$ cat src/hdl/lrm_pkg.sv
// Purpose : constants and carriers for the linear-regulator mask and load meter registers
// Assumes : one clock (mclk, 100 MHz), synchronous active-high reset
// Notes   : register port is a plain address/strobe port from the serial control logic
//
// Summary of operation
// - bit7 masks second regulator pg-invalid event
// - bit6 masks second regulator pg-valid event
// - bit4 masks second regulator overcurrent event
// - bit3 masks first regulator pg-invalid event
// - bit2 masks first regulator pg-valid event
// - bit0 masks first regulator overcurrent event
// - live status ignores all mask bits
// - select bit0 picks step-down, upper bits stored
// - every select write starts a measurement
// - nine-bit result split high bit, low byte
// - 20 mA per count, results read-only
// - measurement done sets flag, mask gates interrupt
package lrm_pkg;

  // ---------------------------------------------------------------
  // register map
  // ---------------------------------------------------------------
  localparam logic [7:0] LRM_ADDR_MASK  = 8'h0023;
  localparam logic [7:0] LRM_ADDR_SEL   = 8'h0024;
  localparam logic [7:0] LRM_ADDR_HIGH  = 8'h0025;
  localparam logic [7:0] LRM_ADDR_LOW   = 8'h0026;

  // ---------------------------------------------------------------
  // field positions and reset values
  // ---------------------------------------------------------------
  localparam int LRM_B_PGF_BIT  = 7;
  localparam int LRM_B_PGR_BIT  = 6;
  localparam int LRM_B_ILIM_BIT = 4;
  localparam int LRM_A_PGF_BIT  = 3;
  localparam int LRM_A_PGR_BIT  = 2;
  localparam int LRM_A_ILIM_BIT = 0;
  localparam logic [7:0] LRM_MASK_WMASK = 8'h00dd;
  localparam logic [7:0] LRM_MASK_RST   = 8'h000c;
  localparam logic [7:0] LRM_SEL_RST    = 8'h0000;
  localparam logic [8:0] LRM_RES_RST    = 9'h0000;
  localparam int LRM_RES_W = 9;
  localparam int LRM_MA_PER_COUNT = 20;

  // ---------------------------------------------------------------
  // carriers
  // ---------------------------------------------------------------
  typedef struct packed {
    logic       wr;
    logic       rd;
    logic [7:0] addr;
    logic [7:0] wdata;
  } lrm_req_type;

  typedef struct packed {
    logic b_pg;
    logic b_ilim;
    logic a_pg;
    logic a_ilim;
  } lrm_reg_type;

endpackage

$ cat src/hdl/lrm_event_gate.sv
// Purpose : turns live regulator conditions into masked flag-set pulses
// Assumes : live inputs already synchronised to mclk
// Notes   : live status passes through untouched
`timescale 1ns/1ps
module lrm_event_gate
  import lrm_pkg::*;
(
  // clock and reset
  input  wire logic        mclk,
  input  wire logic        rst,
  // live conditions and mask
  input  wire lrm_pkg::lrm_reg_type live,
  input  wire logic [7:0]           mask,
  // flag-set pulses
  output      lrm_pkg::lrm_reg_type set_pulse
);
  import lrm_pkg::*;

  lrm_reg_type prev_r;

  always_ff @(posedge mclk)
  begin
    if (rst)
      prev_r <= '0;
    else
      prev_r <= live;
  end

  always_comb
  begin
    set_pulse.b_pg   = (prev_r.b_pg & ~live.b_pg & ~mask[LRM_B_PGF_BIT])
                     | (~prev_r.b_pg & live.b_pg & ~mask[LRM_B_PGR_BIT]);
    set_pulse.b_ilim = ~prev_r.b_ilim & live.b_ilim & ~mask[LRM_B_ILIM_BIT];
    set_pulse.a_pg   = (prev_r.a_pg & ~live.a_pg & ~mask[LRM_A_PGF_BIT])
                     | (~prev_r.a_pg & live.a_pg & ~mask[LRM_A_PGR_BIT]);
    set_pulse.a_ilim = ~prev_r.a_ilim & live.a_ilim & ~mask[LRM_A_ILIM_BIT];
  end

  AST_ILIM_A_MASKED: assert property (@(posedge mclk) disable iff (rst)
    mask[LRM_A_ILIM_BIT] |-> !set_pulse.a_ilim) else $error("masked overcurrent set a flag");
  AST_PG_B_FALL: assert property (@(posedge mclk) disable iff (rst)
    ($fell(live.b_pg) && !mask[LRM_B_PGF_BIT]) |-> set_pulse.b_pg) else $error("pg fall lost");
endmodule

$ cat src/hdl/lrm_regs.sv
// Purpose : mask register, load meter select/trigger and result registers
// Assumes : live conditions arrive from analog side asynchronously
// Notes   : flags are set here as set pulses; flag registers live elsewhere
`timescale 1ns/1ps
module lrm_regs
  import lrm_pkg::*;
(
  // clock and reset
  input  wire logic                     mclk,
  input  wire logic                     rst,
  // register port from serial control
  input  wire lrm_pkg::lrm_req_type     req,
  output      logic [7:0]               rdata,
  // live regulator conditions, asynchronous
  input  wire lrm_pkg::lrm_reg_type     live_async,
  // flag-set pulses and live status
  output      lrm_pkg::lrm_reg_type     flag_set,
  output      lrm_pkg::lrm_reg_type     status_live,
  // measuring circuit
  output      logic                     meter_start,
  output      logic                     meter_step_down_sel,
  input  wire logic                     meter_done,
  input  wire logic [8:0]               meter_value,
  // measurement-ready flag towards top-level register
  input  wire logic                     meter_done_mask,
  output      logic                     meter_done_flag_set,
  output      logic                     meter_irq_req
);
  import lrm_pkg::*;

  // ---------------------------------------------------------------
  // registers
  // ---------------------------------------------------------------
  lrm_reg_type     sync1_r;
  lrm_reg_type     sync2_r;
  lrm_reg_type     set_nxt;
  logic [7:0]      mask_r;
  logic [7:0]      sel_r;
  logic [8:0]      result_r;
  logic            busy_r;

  function automatic logic hit(input lrm_req_type r, input logic [7:0] a);
    hit = r.wr && (r.addr == a);
  endfunction

  // two-flop synchroniser for live conditions
  always_ff @(posedge mclk)
  begin
    if (rst)
    begin
      sync1_r <= '0;
      sync2_r <= '0;
    end
    else
    begin
      sync1_r <= live_async;
      sync2_r <= sync1_r;
    end
  end

  // live status unmasked
  always_ff @(posedge mclk)
  begin
    if (rst)
      status_live <= '0;
    else
      status_live <= sync2_r;
  end

  lrm_event_gate u_gate
  (
    .mclk      (mclk),
    .rst       (rst),
    .live      (sync2_r),
    .mask      (mask_r),
    .set_pulse (set_nxt)
  );

  always_ff @(posedge mclk)
  begin
    if (rst)
      flag_set <= '0;
    else
      flag_set <= set_nxt;
  end

  // ---------------------------------------------------------------
  // mask register
  // ---------------------------------------------------------------
  // reserved bits 5 and 1 stay zero
  always_ff @(posedge mclk)
  begin
    if (rst)
      mask_r <= LRM_MASK_RST;
    else if (hit(req, LRM_ADDR_MASK))
      mask_r <= req.wdata & LRM_MASK_WMASK;
  end

  // ---------------------------------------------------------------
  // load meter select and trigger
  // ---------------------------------------------------------------
  always_ff @(posedge mclk)
  begin
    if (rst)
      sel_r <= LRM_SEL_RST;
    else if (hit(req, LRM_ADDR_SEL))
      sel_r <= req.wdata;
  end

  // any select write retriggers, even same selection
  always_ff @(posedge mclk)
  begin
    if (rst)
    begin
      meter_start         <= 1'b0;
      meter_step_down_sel <= 1'b0;
    end
    else
    begin
      meter_start <= hit(req, LRM_ADDR_SEL);
      if (hit(req, LRM_ADDR_SEL))
        meter_step_down_sel <= req.wdata[0];
    end
  end

  always_ff @(posedge mclk)
  begin
    if (rst)
      busy_r <= 1'b0;
    else if (meter_start)
      busy_r <= 1'b1;
    else if (meter_done)
      busy_r <= 1'b0;
  end

  // ---------------------------------------------------------------
  // result and completion
  // ---------------------------------------------------------------
  // both halves load in one edge so a split read never tears mid-update
  always_ff @(posedge mclk)
  begin
    if (rst)
      result_r <= LRM_RES_RST;
    else if (meter_done && busy_r)
      result_r <= meter_value;
  end

  always_ff @(posedge mclk)
  begin
    if (rst)
    begin
      meter_done_flag_set <= 1'b0;
      meter_irq_req       <= 1'b0;
    end
    else
    begin
      meter_done_flag_set <= meter_done && busy_r;
      meter_irq_req       <= meter_done && busy_r && !meter_done_mask;
    end
  end

  // ---------------------------------------------------------------
  // read path
  // ---------------------------------------------------------------
  // results read-only; 20 mA per count, writes ignored
  always_ff @(posedge mclk)
  begin
    if (rst)
      rdata <= 8'h0000;
    else if (req.rd)
    begin
      case (req.addr)
        LRM_ADDR_MASK: rdata <= mask_r;
        LRM_ADDR_SEL:  rdata <= sel_r;
        LRM_ADDR_HIGH: rdata <= {7'h0000, result_r[8]};
        LRM_ADDR_LOW:  rdata <= result_r[7:0];
        default:       rdata <= 8'h0000;
      endcase
    end
  end

  // ---------------------------------------------------------------
  // checks
  // ---------------------------------------------------------------
  AST_MASK_RESET: assert property (@(posedge mclk)
    $fell(rst) |-> mask_r == LRM_MASK_RST) else $error("mask reset wrong");
  AST_B_RESET: assert property (@(posedge mclk)
    $fell(rst) |-> mask_r[7:6] == 2'h0 && !mask_r[4]) else $error("second mask reset wrong");
  AST_START: assert property (@(posedge mclk) disable iff (rst)
    hit(req, LRM_ADDR_SEL) |=> meter_start && meter_step_down_sel == $past(req.wdata[0]))
    else $error("select write did not start");
  AST_SEL_STORE: assert property (@(posedge mclk) disable iff (rst)
    hit(req, LRM_ADDR_SEL) |=> sel_r == $past(req.wdata)) else $error("select not stored");
  AST_RES_HOLD: assert property (@(posedge mclk) disable iff (rst)
    !$past(meter_done) |-> $stable(result_r)) else $error("result changed without done");
  AST_HIGH_READ: assert property (@(posedge mclk) disable iff (rst)
    (req.rd && req.addr == LRM_ADDR_HIGH) |=> rdata == {7'h0000, $past(result_r[8])})
    else $error("high result read wrong");
  AST_IRQ_MASK: assert property (@(posedge mclk) disable iff (rst)
    meter_irq_req |-> meter_done_flag_set && !$past(meter_done_mask)) else $error("irq despite mask");
  AST_IRQ_SET: assert property (@(posedge mclk) disable iff (rst)
    (meter_done && busy_r && !meter_done_mask) |=> meter_irq_req) else $error("unmasked done gave no irq");
  AST_DONE_FLAG: assert property (@(posedge mclk) disable iff (rst)
    (meter_done && busy_r) |=> meter_done_flag_set) else $error("done did not set flag");
  // selection only moves on a write, so a stray strobe cannot switch converters
  AST_SEL_HOLD: assert property (@(posedge mclk) disable iff (rst)
    !$past(req.wr) |-> $stable(meter_step_down_sel)) else $error("selection changed without write");
  AST_LIVE: assert property (@(posedge mclk) disable iff (rst)
    status_live == $past(sync2_r)) else $error("live status lost");
  AST_RO: assert property (@(posedge mclk) disable iff (rst)
    (hit(req, LRM_ADDR_LOW) && !$past(meter_done)) |=> $stable(result_r)) else $error("result written");

  COV_TRIGGER: cover property (@(posedge mclk) hit(req, LRM_ADDR_SEL) ##[1:50] meter_done_flag_set);
  COV_RETRIGGER: cover property (@(posedge mclk) hit(req, LRM_ADDR_SEL) ##1 hit(req, LRM_ADDR_SEL));
  COV_PG_SET: cover property (@(posedge mclk) flag_set.b_pg);
  COV_MASKED_DONE: cover property (@(posedge mclk) meter_done_flag_set && !meter_irq_req);
endmodule

$ cat config.mk
export PLATFORM = sky130hd
export DESIGN_NAME = lrm_regs
export DESIGN_NICKNAME = d
export VERILOG_FILES = /design/src/hdl/lrm_pkg.sv /design/src/hdl/lrm_event_gate.sv /design/src/hdl/lrm_regs.sv
export SDC_FILE = /design/constraint.sdc
export NUM_CORES = 1
export LEC_CHECK = 0
export ABC_AREA = 1
export BUFFER_PORTS_ARGS = -buffer_cell sky130_fd_sc_hd__buf_2
export CAP_MARGIN = 5
export CORE_MARGIN = 2
export CORE_UTILIZATION = 46
export CTS_CLUSTER_DIAMETER = 80
export DETAILED_ROUTE_END_ITERATION = 10
export PLACE_DENSITY = 0.83
export SETUP_SLACK_MARGIN = 0.4
export SLEW_MARGIN = 30
export SYNTH_ARGS = -nofsm -noshare
export SYNTH_HDL_FRONTEND = slang
export SYNTH_HIERARCHICAL = 1
export SYNTH_SLANG_ARGS = --single-unit
$ cat constraint.sdc
create_clock -name mclk -period 1 [get_ports mclk]
set_input_delay 0.05 -clock mclk [delete_from_list [all_inputs] [get_ports mclk]]
set_output_delay 0.05 -clock mclk [all_outputs]
set_load 0.03 [all_outputs]
After elaboration in Yosys (flattened, before gate mapping)
Cells that the tools add are included.

Reductions and logical operators: 6. Bitwise gates (word level): 26. Mux-type cells: 3. Eq/ne operators: 4.

Operators by type and width (number): 8-bit by 6-bit equality test with 1-bit output, second input constant (4); 8-bit one-hot mux with 4 select lines (1); 1-bit AND (12); 1-bit inverter (12); 1-bit logical AND (4); 1-bit 2-to-1 mux (2); 1-bit bitwise OR (2); 2-bit nonzero test (1); 1-bit logical NOT (1).

Output and inout bits: 20. Input port bits: 35. Bits in registers: 52. Word-level logic and storage cells: 64.

Logic depth before layout (Yosys ltp)
Word-level depth: 4. Gate-level depth with buffers: 9.

Cells and area by module
The synthesis kept the hierarchy.

Modules (own cells, without submodules): lrm_regs (cells each 250, instances 1, area an instance 1893.1 µm², sequential area each 1021.0 µm²); lrm_event_gate (cells each 26, instances 1, area an instance 180.2 µm², sequential area each 80.1 µm²).

Worst setup path before layout
No wires, ideal clock.

Path kind: input port to flip-flop. Start point: input req[11] (netlist bit). End point: register sel_r[6]. Stages on the path: 7. Setup time: 119 ps. Arrival time: 799 ps. Setup slack: 82 ps. Path through: inv_1 nand2_1 nor2_4 nand3_2 buf_2 o21ai_1 a21oi_1.

Cells in the longest elaborated chain, start to end: 2.

RTL lines: start: declaration (RTL line lrm_regs.sv:12) `input wire lrm_pkg::lrm_req_type req,`; 8-bit by 6-bit equality test with 1-bit output (RTL line lrm_regs.sv:43) `hit = r.wr && (r.addr == a);`; 1-bit logical AND (RTL line lrm_regs.sv:43); end signal: assignment (RTL line lrm_regs.sv:107) `sel_r <= req.wdata;`; end: declaration (RTL line lrm_regs.sv:38) `logic [7:0] sel_r;`.

No other way between the ends. A chain may end at the register's enable or synchronous reset.

Worst setup path after layout
Start point: input req[12] (netlist bit). End point: register sel_r[6].

The elaborated chain is that of the path after synthesis.

==> impl_metrics.ini <==
[clock_tree]
cts_tree = yes
insertion_delay_ns = 0.33
cts.htree.levels = 2
cts.sinks = 55
cts_buffers = 5
clkTransAtPathRegs_ns = 0.10
cts_buffer_depth = 2
cts_root_buffer = clkbuf_8

[run_status]
violations = negative hold slack
outcome = complete, but fails checks

[sta]
rsz0062_at_grt = true
fin_skew_ns = 0.005942
max-slew-margin-rel_pct = 78.19
max_freq_mhz = 1023
period_minus_slack_ns = 0.9772
hold_viol_final = 7
setup_viol = 0
setup_tns_ns = 0
slew_violations = 0
tightest_slew_ns = 0.3272
final.period_utilization_pct = 97.72
holdWs_ns = -0.04917

[finish]
nNetsFinal = 414
diodes = 0
design_area_sq_um = 3827
multiInputGateArea_sq_um = 1286
drive_gt1_share_pct = 70.00
regArea_sq_um = 1171
nFillCells = 191
area_delta_synth_final_pct = 84.95

[hold_path]
hold_class = primary input to register

[die]
core_sq_um = 4354
pin_count = 55
initial_core_util_pct = 47.53
die-area_sq_um = 5052
fp.dieW_um = 71.08
die_h_um = 71.08
fp-row-count = 24

[global_routing]
grt_pass1_wl_mm = 10.78
grt_pass1_vias = 2206
grt_overflow_total = 0
grt_use_total_pct = 28.13
grt_start_max_net_pins = 23
antenna_found_initial = 0

[detailed_routing]
routed-via-count = 2500
drt_first_pass_iters = 5
totalWireLength_mm = 9.603
antenna_left = 0
drc = 0
drt_iter0_markers = 317
wl_per_cell_um = 22.23
avgViaCountPerCell = 5.787

[worst_setup_path]
start_kind = primary input
cp.arrival_ns = 1.19
crit_fanout = 8
crit_type = primary input to register
critical_path_required_ns = 1.22
cp-end-kind = register

[pwr]
p_per_area_nw_per_um2 = 1065
finalPower_uw = 4077
leakage_uw = 0.001570
peakVddDrop_mv = 1.041

[logic_synthesis]
synthCells = 275
avgSynthCellArea_sq_um = 7.525
syn_nets = 310
mappedNetlistArea_sq_um = 2069
yosys_warnings = 6

[placement]
gp_congestion = 0.8258
place_area_sq_um = 2599
io_buffers = 54
dp_hpwl_mm = 3.272

[job]
maxCapViolCount = 0
## per-stage QoR
stage / hold slack [ns] / utilization [%] / cells / setup slack (ns)
2_1_floorplan: 0.1144 / - / 275 / 0.1316
3_3_place_gp: 0.2204 / 59.68 / 385 / -0.09139
3_5_place_dp: 0.2269 / 59.68 / 385 / -0.1307
4_1_cts: -0.1118 / 77.84 / 421 / 0.1404
5_1_grt: -0.03868 / 87.90 / 432 / 0.01789
6_report: -0.04917 / 87.90 / 432 / 0.02281
## sequential cells by signal, summed over array words and instances, names as in the netlist, 4 cells and up
| signal | cells |
|---|---|
| sel_r | 8 |
| rdata | 8 |
| status_live | 4 |
| mask_r | 6 |
| result_r | 9 |
| sync2_r | 4 |
| u_gate/prev_r | 4 |
| flag_set | 4 |
| sync1_r | 4 |
## layout by cell type (no fill, tap or decap), types with 11 or more instances in the layout
cell / n
nor2_1: 31
buf_4: 18
dfxtp_2: 44
inv_1: 28
nand2_1: 18
inv_2: 14
o21ai_1: 13
nand3_2: 14
nand2_2: 11
nor2_4: 18
buf_2: 28
o21ai_2: 14
buf_6: 42
a21oi_2: 12
## critical path: stages
cell and delay (ns):
buf_6 0.10, inv_4 0.05, nand2_2 0.08, nor2_4 0.16, buf_12 0.16, buf_12 0.10
nand3_4 0.16, o21ai_2 0.25, a21oi_2 0.06
## layout make-up
class | instances | area share (%)
well taps | 52 | 1.700
inverters | 49 | 6.244
repair buffers | 101 | 24.84
repair inverters | 1 | 0.4250
clock buffers | 6 | 2.158
flip-flops and latches | 55 | 30.60
clock inverters | 2 | 0.4250
multi-input cells | 166 | 33.61
## report_power, final
group	internal (uW)	switching, uW	leakage (uW)	total [uW]
Combinational	208	294	0.00105	502
Clock	567	781	0.0000474	1350
Sequential	2210	18.2	0.000469	2230
Total	2980	1090	0.00157	4080
## per-layer routing
metal	vias up	share of wire (%)	global-route usage, %
met5	-	0	0
met4	0	5.9	16.77
met3	45	8.7	9.687
met2	188	50	48.81
met1	1198	35	29.25
li1	1069	-	-
## path summary, 6_finish.rpt
check,startpoint,to,slack [ns],depth (start not counted)
max,req[12],sel_r[6],0.02,9
min,meter_value[4],result_r[4],-0.05,3
max reg2reg,busy_r,result_r[5],0.10,3
min reg2reg,sync1_r[1],sync2_r[1],0.41,2
## repair_timing
item	in CTS	in global routing
endpoints found under the hold margin	19	11
endpoints found under the setup margin	59	61
buffers inserted	18	9
hold buffers	4	1
gates cloned	6	1
resized for setup	153	88
pin swaps	42	41
Power figures use the tool's default switching activity.
